File: config.mk
export PLATFORM = sky130hd
export DESIGN_NAME = twa_word_assembler
export DESIGN_NICKNAME = d
export VERILOG_FILES = /design/src/core/twa_pkg.sv /design/src/core/twa_word_assembler.sv
export SDC_FILE = /design/constraint.sdc
export NUM_CORES = 1
export LEC_CHECK = 0
export CAP_MARGIN = 40
export CELL_PAD_IN_SITES_DETAIL_PLACEMENT = 1
export CELL_PAD_IN_SITES_GLOBAL_PLACEMENT = 1
export CORE_MARGIN = 3
export CORE_UTILIZATION = 43
export DETAILED_ROUTE_END_ITERATION = 8
export DONT_BUFFER_PORTS = 1
export PLACE_DENSITY = 0.72
export SLEW_MARGIN = 5
export SYNTH_ARGS = -nofsm -noshare
export SYNTH_HDL_FRONTEND = slang
export SYNTH_SLANG_ARGS = --single-unit
File: constraint.sdc
create_clock -name clk -period 2.2 [get_ports clk]
set_clock_uncertainty 0.2 [all_clocks]
set_input_delay 0.11 -clock clk [delete_from_list [all_inputs] [get_ports clk]]
set_output_delay 0.11 -clock clk [all_outputs]
set_load 0.01 [all_outputs]
File: src/core/twa_pkg.sv
// twa_pkg: constants, states and carriers of the tape word assembler.
// assumes a 10 MHz core clock and a 32-bit apb register port.
package twa_pkg;

  localparam int unsigned CLK_PERIOD_NS  = 100;
  localparam int unsigned PULSE_DELAY_NS = 1000;
  // longest inter-pulse time rounds down, never below one cycle
  localparam int unsigned PULSE_DELAY_CYC =
    (PULSE_DELAY_NS / CLK_PERIOD_NS) < 1 ? 1
                                         : PULSE_DELAY_NS / CLK_PERIOD_NS;

  localparam int unsigned CHAR_W = 6;
  localparam int unsigned HALF_W = 18;
  localparam int unsigned CNT_W  = 8;
  localparam logic [CNT_W-1:0] DELAY_LOAD = CNT_W'(PULSE_DELAY_CYC - 1);
  localparam logic [1:0] LAST_STROBE = 2'h2;

  localparam logic [11:0] ADDR_CTRL    = 12'h000;
  localparam logic [11:0] ADDR_CMD     = 12'h004;
  localparam logic [11:0] ADDR_STATUS  = 12'h008;
  localparam logic [11:0] ADDR_DATA_UP = 12'h00c;
  localparam logic [11:0] ADDR_DATA_LO = 12'h010;

  // control register bit positions and reset value
  localparam int unsigned CTRL_READ   = 0;
  localparam int unsigned CTRL_FWD    = 1;
  localparam int unsigned CTRL_READY  = 2;
  localparam int unsigned CTRL_ERR2   = 3;
  localparam int unsigned CTRL_WSETUP = 4;
  localparam int unsigned CTRL_ACTIVE = 5;
  localparam logic [5:0] CTRL_RESET  = 6'h00;
  // command register bit positions
  localparam int unsigned CMD_CLEAR = 0;
  localparam int unsigned CMD_SET   = 1;

  typedef enum logic [2:0] {
    TWA_IDLE  = 3'b000,
    TWA_WAIT2 = 3'b001,
    TWA_WAIT3 = 3'b010,
    TWA_WAIT4 = 3'b011,
    TWA_WAIT5 = 3'b100,
    TWA_WAIT6 = 3'b101
  } twa_seq_e;

  // msb first, so every field lands on its CTRL_* bit
  typedef struct packed {
    logic active;
    logic write_setup_flag;
    logic error_count_bit2;
    logic function_ready_level;
    logic dir_forward_level;
    logic read_function_level;
  } twa_ctrl_s;

  typedef struct packed {
    logic strobe_s1;
    logic strobe_s2;
    logic strobe_s3;
    logic [CHAR_W-1:0] char_s1;
    logic [CHAR_W-1:0] char_s2;
  } twa_sync_s;

endpackage

File: src/core/twa_word_assembler.sv
// twa_word_assembler: packs tape characters into 36-bit words on reads
// and unpacks words into characters on forward writes, apb registers.
// assumes tape strobe and character arrive asynchronously, held stable.
//
// Overview of operation
// - read fifth pulse moves lower half up, loads lower from shifter
// - half counter returning to zero sets the data request flag
// - unanswered read request does not stop loading new characters
// - reverse first pulse loads char bits 0-2 then 3-5 into shifter
// - reverse second pulse shifts left six with end-around
// - first two strobes of a half word suppress the third pulse
// - third strobe with error bit 2 clear and read starts third pulse
// - reverse third pulse does one final six-bit end-around shift
// - reverse fourth pulse with counter set raises the swap flag
// - swap flag makes fifth pulse relaunch fourth, clearing swap, loading
// - load-shifter copies upper half; fifth pulses then order full word
// - sixth pulse after first half loaded sets the half counter
// - write sequence starts at third pulse on ready without read
// - processor answers write request; then sequence fills the buffer
// - write gate passes top six shifter bits to tape per strobe
// - write first two strobes give only first and second pulses
// - write third strobe runs full sequence, loads second half, requests
// - last write strobe loads next word and upper half into shifter
// - write request unanswered by third pulse sets data miss and halts
// - forward first pulse shifts left six, loads char on read unless write setup
// - processor input clears request; control clear clears counter, request
// - control set raises request; processor output load clears it
`timescale 1ns/100ps
module twa_word_assembler
  import twa_pkg::*;
(
  input  wire logic              clk,
  input  wire logic              rst,
  input  wire logic              psel,
  input  wire logic              penable,
  input  wire logic              pwrite,
  input  wire logic [11:0]       paddr,
  input  wire logic [31:0]       pwdata,
  output logic      [31:0]       prdata,
  output logic                   pready,
  output logic                   pslverr,
  input  wire logic              char_strobe,
  input  wire logic [CHAR_W-1:0] read_write_char_buffer,
  output logic      [CHAR_W-1:0] write_char,
  output logic                   write_forward_gate,
  output logic                   data_request_flag,
  output logic                   data_miss_flag
);

  typedef struct packed {
    twa_sync_s             sync;
    twa_ctrl_s             ctrl;
    twa_seq_e              seq;
    logic [CNT_W-1:0]      cnt;
    logic [1:0]            strobe_cnt;
    logic                  half_word_counter;
    logic                  data_request_flag;
    logic                  reverse_swap_flag;
    logic                  data_miss_flag;
    logic                  write_started;
    logic [HALF_W-1:0]     assembly_shift_reg;
    logic [HALF_W-1:0]     buffer_upper_half;
    logic [HALF_W-1:0]     buffer_lower_half;
    logic [HALF_W-1:0]     out_stage_upper;
    logic [2*HALF_W-1:0]   out_word;
  } twa_state_s;

  twa_state_s s;
  twa_state_s next_s;

  logic             acc;
  logic             wr_acc;
  logic             rd_acc;
  logic             mapped;
  logic             strobe_edge;
  logic             reading;
  logic             reverse;
  logic             write_fwd;
  logic             processor_input_instr;
  logic             processor_output_instr;
  logic             control_clear_pulse;
  logic             control_set_pulse;
  logic [HALF_W-1:0] sh_rot;

  assign acc     = psel && penable;
  assign wr_acc  = acc && pwrite;
  assign rd_acc  = acc && !pwrite;
  assign mapped  = (paddr == ADDR_CTRL) || (paddr == ADDR_CMD) ||
                   (paddr == ADDR_STATUS) || (paddr == ADDR_DATA_UP) ||
                   (paddr == ADDR_DATA_LO);
  assign pready  = 1'b1;
  assign pslverr = acc && !mapped;

  assign processor_input_instr  = rd_acc && (paddr == ADDR_DATA_LO);
  assign processor_output_instr = wr_acc && (paddr == ADDR_DATA_LO);
  assign control_clear_pulse    = wr_acc && (paddr == ADDR_CMD) &&
                                  pwdata[CMD_CLEAR];
  assign control_set_pulse      = wr_acc && (paddr == ADDR_CMD) &&
                                  pwdata[CMD_SET];

  assign strobe_edge = s.sync.strobe_s2 && !s.sync.strobe_s3;
  assign reading     = s.ctrl.read_function_level;
  assign reverse     = !s.ctrl.dir_forward_level;
  assign write_fwd   = !reading && s.ctrl.dir_forward_level;
  // six-bit left shift with the top character wrapped to the bottom
  assign sh_rot = {s.assembly_shift_reg[HALF_W-CHAR_W-1:0],
                   s.assembly_shift_reg[HALF_W-1:HALF_W-CHAR_W]};

  assign write_char = s.assembly_shift_reg[HALF_W-1:HALF_W-CHAR_W];
  assign write_forward_gate = s.ctrl.active && write_fwd &&
                              s.write_started && !s.data_miss_flag;
  assign data_request_flag = s.data_request_flag;
  assign data_miss_flag    = s.data_miss_flag;

  always_comb begin
    prdata = 32'h0000_0000;
    if (rd_acc) begin
      unique case (paddr)
        ADDR_CTRL:    prdata = {26'h000_0000, s.ctrl};
        ADDR_STATUS:  prdata = {22'h00_0000, s.seq, s.strobe_cnt,
                                s.write_started, s.reverse_swap_flag,
                                s.data_miss_flag, s.half_word_counter,
                                s.data_request_flag};
        ADDR_DATA_UP: prdata = {14'h0000, s.buffer_upper_half};
        ADDR_DATA_LO: prdata = {14'h0000, s.buffer_lower_half};
        default:      prdata = 32'h0000_0000;
      endcase
    end
  end

  always_comb begin
    next_s = s;
    // two-flop synchronisers on the tape side inputs
    next_s.sync.strobe_s1 = char_strobe;
    next_s.sync.strobe_s2 = s.sync.strobe_s1;
    next_s.sync.strobe_s3 = s.sync.strobe_s2;
    next_s.sync.char_s1   = read_write_char_buffer;
    next_s.sync.char_s2   = s.sync.char_s1;

    if (wr_acc && paddr == ADDR_CTRL) begin
      next_s.ctrl = pwdata[5:0];
    end
    if (wr_acc && paddr == ADDR_DATA_UP) begin
      next_s.out_stage_upper = pwdata[HALF_W-1:0];
    end

    // clears first, so that a hardware set in the same cycle wins
    if (processor_input_instr) begin
      next_s.data_request_flag = 1'b0;
    end
    if (processor_output_instr) begin
      next_s.out_word          = {s.out_stage_upper, pwdata[HALF_W-1:0]};
      next_s.data_request_flag = 1'b0;
    end
    if (control_set_pulse) begin
      next_s.data_request_flag = 1'b1;
      next_s.write_started     = 1'b0;
      next_s.half_word_counter = 1'b0;
      next_s.strobe_cnt        = 2'h0;
    end

    if (s.cnt != '0) begin
      next_s.cnt = s.cnt - CNT_W'(1);
    end

    unique case (s.seq)
      TWA_IDLE: begin
        if (s.ctrl.active && !s.data_miss_flag && strobe_edge &&
            (reading || s.write_started)) begin
          // first pulse
          next_s.assembly_shift_reg = sh_rot;
          if (reading && !s.ctrl.write_setup_flag) begin
            if (s.ctrl.dir_forward_level) begin
              next_s.assembly_shift_reg[CHAR_W-1:0] = s.sync.char_s2;
            end else begin
              next_s.assembly_shift_reg[5:3] = s.sync.char_s2[2:0];
              next_s.assembly_shift_reg[2:0] = s.sync.char_s2[5:3];
            end
          end
          next_s.seq = TWA_WAIT2;
          next_s.cnt = DELAY_LOAD;
        end else if (s.ctrl.active && !s.data_miss_flag && write_fwd &&
                     s.ctrl.function_ready_level && !s.write_started &&
                     !s.data_request_flag && !control_set_pulse) begin
          next_s.write_started = 1'b1;
          next_s.seq           = TWA_WAIT3;
          next_s.cnt           = '0;
        end
      end
      TWA_WAIT2: begin
        if (s.cnt == '0) begin
          if (reading && reverse) begin
            next_s.assembly_shift_reg = sh_rot;
          end
          if (s.strobe_cnt == LAST_STROBE) begin
            next_s.strobe_cnt = 2'h0;
          end else begin
            next_s.strobe_cnt = s.strobe_cnt + 2'h1;
          end
          if (s.strobe_cnt == LAST_STROBE &&
              ((reading && !s.ctrl.error_count_bit2) || !reading)) begin
            next_s.seq = TWA_WAIT3;
            next_s.cnt = DELAY_LOAD;
          end else begin
            next_s.seq = TWA_IDLE;
          end
        end
      end
      TWA_WAIT3: begin
        if (s.cnt == '0) begin
          next_s.seq = TWA_WAIT4;
          next_s.cnt = DELAY_LOAD;
          if (reading && reverse) begin
            next_s.assembly_shift_reg = sh_rot;
          end
          if (!reading && !s.half_word_counter &&
              s.data_request_flag) begin
            next_s.data_miss_flag = 1'b1;
            next_s.seq            = TWA_IDLE;
          end
        end
      end
      TWA_WAIT4: begin
        if (s.cnt == '0) begin
          next_s.seq = TWA_WAIT5;
          next_s.cnt = DELAY_LOAD;
          if (s.reverse_swap_flag) begin
            next_s.reverse_swap_flag  = 1'b0;
            next_s.assembly_shift_reg = s.buffer_upper_half;
          end else if (reading && reverse && s.half_word_counter) begin
            next_s.reverse_swap_flag = 1'b1;
          end
        end
      end
      TWA_WAIT5: begin
        if (s.cnt == '0) begin
          next_s.cnt = DELAY_LOAD;
          if (reading) begin
            next_s.buffer_upper_half = s.buffer_lower_half;
            next_s.buffer_lower_half = s.assembly_shift_reg;
          end else if (!s.half_word_counter) begin
            next_s.buffer_upper_half  = s.out_word[2*HALF_W-1:HALF_W];
            next_s.buffer_lower_half  = s.out_word[HALF_W-1:0];
            next_s.assembly_shift_reg = s.out_word[2*HALF_W-1:HALF_W];
          end else begin
            next_s.assembly_shift_reg = s.buffer_lower_half;
          end
          // swap relaunches the fourth pulse instead of the sixth
          next_s.seq = s.reverse_swap_flag ? TWA_WAIT4 : TWA_WAIT6;
        end
      end
      TWA_WAIT6: begin
        if (s.cnt == '0) begin
          next_s.seq = TWA_IDLE;
          if (!s.half_word_counter) begin
            next_s.half_word_counter = 1'b1;
          end else begin
            next_s.half_word_counter = 1'b0;
            next_s.data_request_flag = 1'b1;
          end
        end
      end
      default: begin
        next_s.seq = TWA_IDLE;
      end
    endcase

    // control clear aborts the chain and wins over everything else
    if (control_clear_pulse) begin
      next_s.half_word_counter = 1'b0;
      next_s.data_request_flag = 1'b0;
      next_s.data_miss_flag    = 1'b0;
      next_s.reverse_swap_flag = 1'b0;
      next_s.write_started     = 1'b0;
      next_s.strobe_cnt        = 2'h0;
      next_s.seq               = TWA_IDLE;
      next_s.cnt               = '0;
    end
  end

  always_ff @(posedge clk) begin
    if (rst) begin
      s      <= '0;
      s.ctrl <= CTRL_RESET;
      s.seq  <= TWA_IDLE;
    end else begin
      s <= next_s;
    end
  end

endmodule

# --- After elaboration in Yosys (flattened, before gate mapping) ---
# Index checks and enable logic that the tools add are counted.
totals:
  reg_bits: 147
  input_bits: 56
  output_inout_bits: 43
classes:
  add_sub_neg: 2
  n_eq_ne: 22
  muxes: 44
  reduce_logical: 61
ops:
  columns: ["operator", "n"]
  rows:
  - ["$mux 18", 8]
  - ["$pmux 18 s4", 2]
  - ["$mux 36", 2]
  - ["$mux 11", 5]
  - ["$mux 54", 1]
  - ["$pmux 8 s5", 1]
  - ["$logic_and 1x1->1", 31]
  - ["$eq 12x4->1 const B", 2]
  - ["$pmux 3 s6", 1]
  - ["$mux 8", 2]
  - ["$ne 2x2->1 const B", 8]
  - ["$mux 13", 1]
  - ["$eq 12x3->1 const B", 1]
  - ["$eq 12x5->1 const B", 1]
  - ["$logic_not 1->1", 12]
  - ["$logic_not 12->1", 1]
  - ["$mux 2", 6]
  - ["$mux 6", 2]
  - ["$mux 1", 10]
  - ["$logic_not 8->1", 1]
  - ["$reduce_and 8->1", 1]
  - ["$reduce_bool 8->1", 1]
  - ["$sub 8x1->8 const B", 1]
  - ["$eq 3x2->1 const B", 2]
  - ["15 further kinds", 26]

# --- Longest topological paths before layout ---
# Gate-level depths: netlist of the first run.
depth:
  ltp_word: 10
  mapped_depth: 11
  depth_no_buf: 10

# --- Worst setup path before layout of the first run ---
# Ideal clock, no wire load.
synth_path:
  path_kind: "register -> register"
  startpoint: "reg s[115] (netlist bit)"
  endpoint: "reg s[115] (netlist bit)"
  setup_ns: 0.095
  t_arrival_ns: 2.014
  t_required_ns: 1.905
  slack_ns: -0.109
  stages_incl_launch_ff: 12
  n_path_buf: 1
  period_less_slack_ns: 2.309
  path_cell_list: "dfxtp_1 -> inv_1 -> ha_1 -> nor4b_1 -> and2_1 -> buf_4 -> inv_2 -> ha_1 -> a21oi_1 -> a21oi_1 -> a22oi_1 -> a221oi_1"
synth_via:
  elab_chain_len: 5
  word_cells_on_any_way: 12
synth_rtl:
  columns: ["item", "line_no", "text"]
  rows:
  - ["from (decl)", "twa_word_assembler.sv:68", "twa_state_s s;"]
  - ["from (signal assigned)", "twa_word_assembler.sv:287", "s <= next_s;"]
  - ["$sub 8x1->8 / $reduce_bool 8->1 (equally long branches)", "twa_word_assembler.sv:163, twa_word_assembler.sv:162", null]
  - ["$mux 8", "twa_word_assembler.sv:162", "if (s.cnt != '0) begin"]
  - ["$mux 8 / $mux 11 (equally long branches)", "twa_word_assembler.sv:200, twa_word_assembler.sv:182", null]
  - ["$mux 13 / $mux 11 (equally long branches)", "twa_word_assembler.sv:191, twa_word_assembler.sv:168", null]
  - ["$pmux 8 s5 *", "twa_word_assembler.sv:166", "unique case (s.seq)"]
# Every way passes the cells marked *; elsewhere a longest branch is shown, timed or not. The select of a mux whose other input is x is not followed.
# A chain may end at the register's enable or synchronous reset.

# --- Final worst setup path of the first run ---
# Same ends and word-level chain as after synthesis.

==> results.py, run 1 <==
metrics = {
    "run_status": {
        "status": "completed",
    },
    "power": {
        "peakVddDrop_uv": 516.2,
        "p_leak_nw": 3.041,
        "power_density_nw_per_um2": 751.1,
        "totalPowerFinal_w": 0.007094,
    },
    "drt": {
        "drc": 0,
        "via_per_inst": 6.043,
        "post_drt_wl_per_cell_um": 22.02,
        "postRouteAntennaNets": 0,
        "drt_first_pass_iters": 5,
        "num_vias": 7469,
        "wirelength_um": 27220,
        "drtIter0Drc": 451,
    },
    "sta": {
        "final-hold-violation-count": 0,
        "fin_crit_sh_pct": 99.13,
        "rsz0062_at_grt": "yes",
        "max_freq_mhz": 458.5,
        "max_slew_margin_pct": 57.33,
        "whs_ns": 0.02435,
        "drv_slew": 0,
        "fin_crit_ns": 2.181,
        "worst_pin_slew_ns": 0.6358,
        "setup_viol": 0,
    },
    "synthesis": {
        "ys_seq_area_share_pct": 39.27,
        "synth.avg_cell_area_um2": 8.032,
        "async_flop_share_pct": 0,
        "yosysTopAreaCell": "dfxtp_1",
        "ys_types": 65,
        "synth-seq-cells": 147,
        "syn_area_um2": 7493,
        "synth_top_cell_area_share_pct": 39.27,
        "synth.most_common_cell": "dfxtp_1",
        "synth_common_cells": "dfxtp_1 (147), nand2_1 (131), nor2_1 (118)",
        "synthFlopType": "dfxtp_1",
        "synth_area_leaders": "dfxtp_1 (39%), mux2i_1 (8.9%), nand2_1 (6.6%)",
        "netlist_instances": 933,
        "synth_edf_count": 0,
        "ys_warn_count": 0,
    },
    "clocking": {
        "cts.sinks": 147,
        "cts.clk_slew.worst_paths_ns": 0.06,
        "tritoncts": "done",
        "htreeDepth": 4,
        "clk_latency_ns": 0.43,
        "root_buffer": "clkbuf_16",
        "numCtsBuffers": 17,
        "cts_buffer_depth": 2,
    },
    "global_route": {
        "grt_overflow": 0,
        "first_global_vias": 7752,
        "grt_max_degree": 98,
        "grt_pass1_wl_um": 43370,
        "grtUsageTotal_pct": 27.80,
        "grt_antenna_before_repair": 0,
    },
    "worst_hold_path": {
        "min_path_type": "in -> reg",
        "hold_path_end": "data_request_flag$_SDFF_PP0_",
        "holdPathStages": 5,
        "hp-start": "paddr[5]",
    },
    "final_layout": {
        "area_growth_pct": 26.05,
        "drive_gt1_share_pct": 14.86,
        "finalNetCount": 1062,
        "seq_area_um2": 2953,
        "multi_input_area_um2": 4189,
        "fillerInstances": 2004,
        "fin_area_um2": 9445,
        "final_util_pct": 56.16,
        "antenna_cells": 0,
    },
    "worst_setup_path": {
        "slowest_delay_ns": 0.36,
        "r2r-start": "s[115]$_SDFF_PP0_",
        "crit_fanout": 4,
        "rrSetupSlack_ns": 0.02,
        "path_class": "reg -> reg",
        "slowest_stage": "dfxtp_4",
        "r2r-end": "s[115]$_SDFF_PP0_",
        "rr_worst_depth": 10,
        "crit_chain": "inv_4 -> ha_4 -> nor4b_4 -> and2_4 -> inv_4 -> ha_4 -> a21oi_2 -> a21oi_2 -> a22oi_2 -> a221oi_2",
        "start_kind": "flop",
        "cp.arrival_ns": 2.31,
        "critical_path_required_ns": 2.33,
        "cp-end-kind": "flop",
    },
    "die": {
        "num_io_pins": 99,
        "fp.dieW_um": 138.0,
        "die_h_um": 138.0,
        "dieArea_um2": 19050,
        "start_util_pct": 44.55,
        "num_rows": 47,
        "core_area_um2": 16820,
    },
    "placed_design": {
        "dp_hpwl_um": 16980,
        "gp_congestion": 0.8495,
        "io_buffers": 0,
        "post_dp_cell_area_um2": 7879,
    },
    "run": {
        "maxCapViolCount": 0,
    },
}
[registers in the layout, indices dropped and copies added, names as in the netlist]
register / cells
next_s: 8
s: 130
data_miss_flag: 1
reading: 1
write_char: 6
data_request_flag: 1
[power breakdown]
group / total, W / switching [W] / internal [W]
clock: 0.00298 / 0.00117 / 0.00181
sequential: 0.00281 / 0.0000732 / 0.00273
combinational: 0.00131 / 0.000658 / 0.000655
[final cells by class]
type	count	share of cell area (%)
multi-input combinational	689	44.35
timing repair buffer	137	14.58
clock buffer	19	4.689
inverter	12	0.5299
tap	220	2.914
clock inverter	12	1.669
sequential	147	31.26
[through the flow]
| step | setup TNS, ns | instances | worst slack [ns] |
|---|---|---|---|
| after floorplan | 0 | 946 | 0.01901 |
| after global placement | 0 | 1127 | 0.01638 |
| after detailed placement | -2.475 | 1127 | -0.1204 |
| after CTS | 0 | 1223 | 0.005983 |
| after global routing | -0.09274 | 1236 | -0.04556 |
| final | 0 | 1236 | 0.01914 |
[worst max-delay path by stage]
stage / startpoint / end / slack [ns] / cells past startpoint
after floorplan: s[116]$_SDFF_PP0_ / s[115]$_SDFF_PP0_ / 0.02 / 11
after global placement: s[116]$_SDFF_PP0_ / s[81]$_SDFFE_PP0P_ / 0.02 / 9
after detailed placement: s[115]$_SDFF_PP0_ / s[62]$_SDFFE_PP0P_ / -0.12 / 9
after CTS: s[116]$_SDFF_PP0_ / s[59]$_SDFFE_PP0P_ / 0.006 / 9
after global routing: s[115]$_SDFF_PP0_ / s[115]$_SDFF_PP0_ / -0.05 / 10
final: s[115]$_SDFF_PP0_ / s[115]$_SDFF_PP0_ / 0.02 / 10
[cell families after synthesis]
kind of cell	after synthesis	synth area share (%)
AO/OA/AOI/OAI	240	20.62
other	2	0.1002
adder cells (fa/ha/maj)	2	0.3339
buffers and inverters	110	7.414
multiplexers	67	8.950
flip-flops	147	39.27
XOR/XNOR	5	0.5845
AND/OR/NAND/NOR	360	22.72
[cells in the final DEF, fill, tap and decap left out, types with 3 or more instances in the layout]
cell type,n
dfxtp_2,5
buf_4,61
o21ai_0,22
a211oi_1,33
mux2i_1,67
nand2b_1,4
buf_16,3
conb_1,15
xor2_1,3
nand2_1,131
o211ai_1,6
clkinvlp_4,3
nand3_1,26
dfxtp_1,141
o221ai_1,6
inv_1,9
nor3_1,12
nor3_4,3
a311oi_1,5
nor2b_1,21
clkinv_4,3
o22ai_1,17
bufinv_16,3
nor3b_1,3
clkbuf_16,18
nand4_1,3
a211oi_2,6
a22oi_1,23
a21oi_1,85
a21oi_2,3
nor2_1,118
or3_1,4
dlygate4sd3_1,61
a221oi_1,13
a31oi_1,4
buf_12,8
nor4_1,4
[timing repair]
action | CTS | global route
endpoints found under the setup margin | 43 | 61
hold buffers | 62 | 0
gates resized for setup | 6 | 36
buffers inserted | 1 | 12
pin swaps | 1 | 10
hold endpoints to repair | 146 | 0
gates cloned | 2 | 1
[critical path: cells and delay by family (launching register included)]
family	cells	cell delay (ns)
flip-flops	1	0.36
AO/OA/AOI/OAI	4	0.57
buffers and inverters	2	0.11
adder cells (fa/ha/maj)	2	0.40
AND/OR/NAND/NOR	2	0.43
[routing by layer]
metal | vias up | global-route usage, % | part of all wire (%)
li1 | 3430 | - | -
met1 | 3747 | 33.87 | 42
met2 | 225 | 49.10 | 51
met3 | 67 | 3.867 | 4.0
met4 | 0 | 11.86 | 3.4
met5 | - | 0 | 0
No activity file was read; power rests on OpenSTA's default activity.
==> inputs of run 2 (changes only) <==
Settings changed: CORE_UTILIZATION 43 to 47, HOLD_SLACK_MARGIN from default to 0.15, PLACE_DENSITY 0.72 to 0.75.
Clock period 2.2 ns to 2.5 ns, I/O delays scaled along.
==> results.py, run 2 (synthesis gave the netlist of run 1 again) <==
metrics = {
    "sta": {
        "final-hold-violation-count": 0,
        "setup_viol": 0,
        "fin_crit_sh_pct": 96.97,
        "worst_pin_slew_ns": 0.7598,
        "fin_crit_ns": 2.424,
        "max_slew_margin_pct": 49.18,
        "max_freq_mhz": 412.5,
        "tns_ns": 0,
        "drv_slew": 0,
    },
    "clocking": {
        "tritoncts": "done",
        "numCtsBuffers": 17,
        "cts.sinks": 147,
        "cts_buffer_depth": 2,
        "root_buffer": "clkbuf_16",
        "htreeDepth": 4,
        "cts.clk_slew.worst_paths_ns": 0.07,
        "clk_latency_ns": 0.43,
    },
    "global_route": {
        "grt_pass1_wl_um": 43410,
        "grt_antenna_before_repair": 0,
        "grt_overflow": 0,
        "first_global_vias": 7625,
        "grtUsageTotal_pct": 31.16,
        "grt_max_degree": 116,
    },
    "worst_setup_path": {
        "rr_worst_depth": 9,
        "path_class": "in -> reg",
        "critical_path_required_ns": 2.67,
        "r2r-start": "s[115]$_SDFF_PP0_",
        "start_kind": "input port",
        "crit_path_end": "s[3]$_SDFFE_PP0P_",
        "cp-end-kind": "flop",
        "rrSetupSlack_ns": 0.18,
        "crit_fanout": 36,
        "r2r-end": "s[63]$_SDFFE_PP0P_",
        "cp.arrival_ns": 2.59,
        "startpoint": "paddr[3]",
    },
    "drt": {
        "post_drt_wl_per_cell_um": 22.47,
        "postRouteAntennaNets": 0,
        "via_per_inst": 6.022,
        "num_vias": 7377,
        "drt_first_pass_iters": 5,
        "drc": 0,
        "drtIter0Drc": 607,
        "wirelength_um": 27530,
    },
    "power": {
        "power_density_nw_per_um2": 620.9,
        "peakVddDrop_uv": 510.7,
        "p_leak_nw": 3.052,
    },
    "die": {
        "dieArea_um2": 17490,
        "die_h_um": 132.3,
        "num_rows": 45,
        "core_area_um2": 15430,
        "num_io_pins": 99,
        "fp.dieW_um": 132.3,
        "start_util_pct": 48.57,
    },
    "final_layout": {
        "largest_register_ffs": 130,
        "layout_commonest_cell": "dfxtp_1",
        "drive_gt1_share_pct": 9.566,
        "final_cell_mix": "dfxtp_1 (146), nand2_1 (131), nor2_1 (117)",
        "antenna_cells": 0,
        "fin_area_um2": 9234,
        "final_util_pct": 59.85,
        "finalNetCount": 1059,
        "top_register": "s",
        "fillerInstances": 1824,
        "area_growth_pct": 23.23,
    },
    "run": {
        "maxCapViolCount": 0,
    },
    "run_status": {
        "status": "completed",
    },
    "placed_design": {
        "io_buffers": 0,
        "dp_hpwl_um": 16370,
        "post_dp_cell_area_um2": 7647,
        "gp_congestion": 0.8633,
    },
    "worst_hold_path": {
        "min_path_type": "in -> reg",
    },
}
run 2: timing repair:
action	CTS	global route
endpoints found under the setup margin	36	59
setup buffers	0	2
hold buffers	91	0
gates resized for setup	1	7
gates cloned	0	1
hold endpoints to repair	147	0
pin swaps	0	1
run 2: stage by stage:
step           setup slack [ns]  total power, W  hold slack (ns)  cells
3_3_place_gp             0.1264        0.003039          0.01636   1099
6_report                0.07580        0.005733           0.1741   1225
2_1_floorplan            0.1907        0.002977          0.05318    946
5_1_grt               -0.008489        0.005945           0.1842   1225
3_5_place_dp           -0.08792        0.003075          0.02218   1099
4_1_cts                0.001963        0.005670           0.1537   1222
run 2: worst min-delay path by stage:
stage                              to                       from  cells past startpoint
2_1_floorplan  next_s[132]$_SDFF_PP0_  read_write_char_buffer[0]                      1
3_3_place_gp     reading$_SDFFE_PP0P_                        rst                      1
5_1_grt            s[11]$_SDFFE_PP0P_                 pwdata[11]                      3
4_1_cts        next_s[132]$_SDFF_PP0_  read_write_char_buffer[0]                      2
3_5_place_dp       s[37]$_SDFFE_PP0P_                        rst                      1
6_report           s[39]$_SDFFE_PP0P_                  pwdata[3]                      3
run 2: power breakdown:
| group | internal [W] | switching (W) | leakage (nW) | total, W |
|---|---|---|---|---|
| clock network | 0.00144 | 0.00110 | 0.279 | 0.00255 |
| logic | 0.000304 | 0.000425 | 1.58 | 0.000729 |
| registers | 0.00240 | 0.0000611 | 1.19 | 0.00246 |
run 2: layout make-up:
type	count	area [um2]	share of cell area [%]
well taps	211	264.0	2.859
repair buffers	134	1323	14.32
flip-flops and latches	147	2944	31.88
inverters	12	45.04	0.4878
clock inverters	12	120.1	1.301
multi-input cells	689	4081	44.20
clock buffers	20	456.7	4.946
run 2: critical path, cell delays in order:
cell	delay [ns]
dlygate4sd3_1	0.57
nor2_2	0.19
nand2_1	0.16
nor3_4	0.18
buf_4	0.39
nand2_1	0.13
a21oi_1	0.22
dlygate4sd3_1	0.62
run 2: metal layers:
metal	GRT usage [%]	part of all wire, %	routed length, um
met1	41.26	44	12000
met2	51.51	48	13270
met3	7.634	6.5	1780
met4	7.506	1.7	476
met5	0	0	0
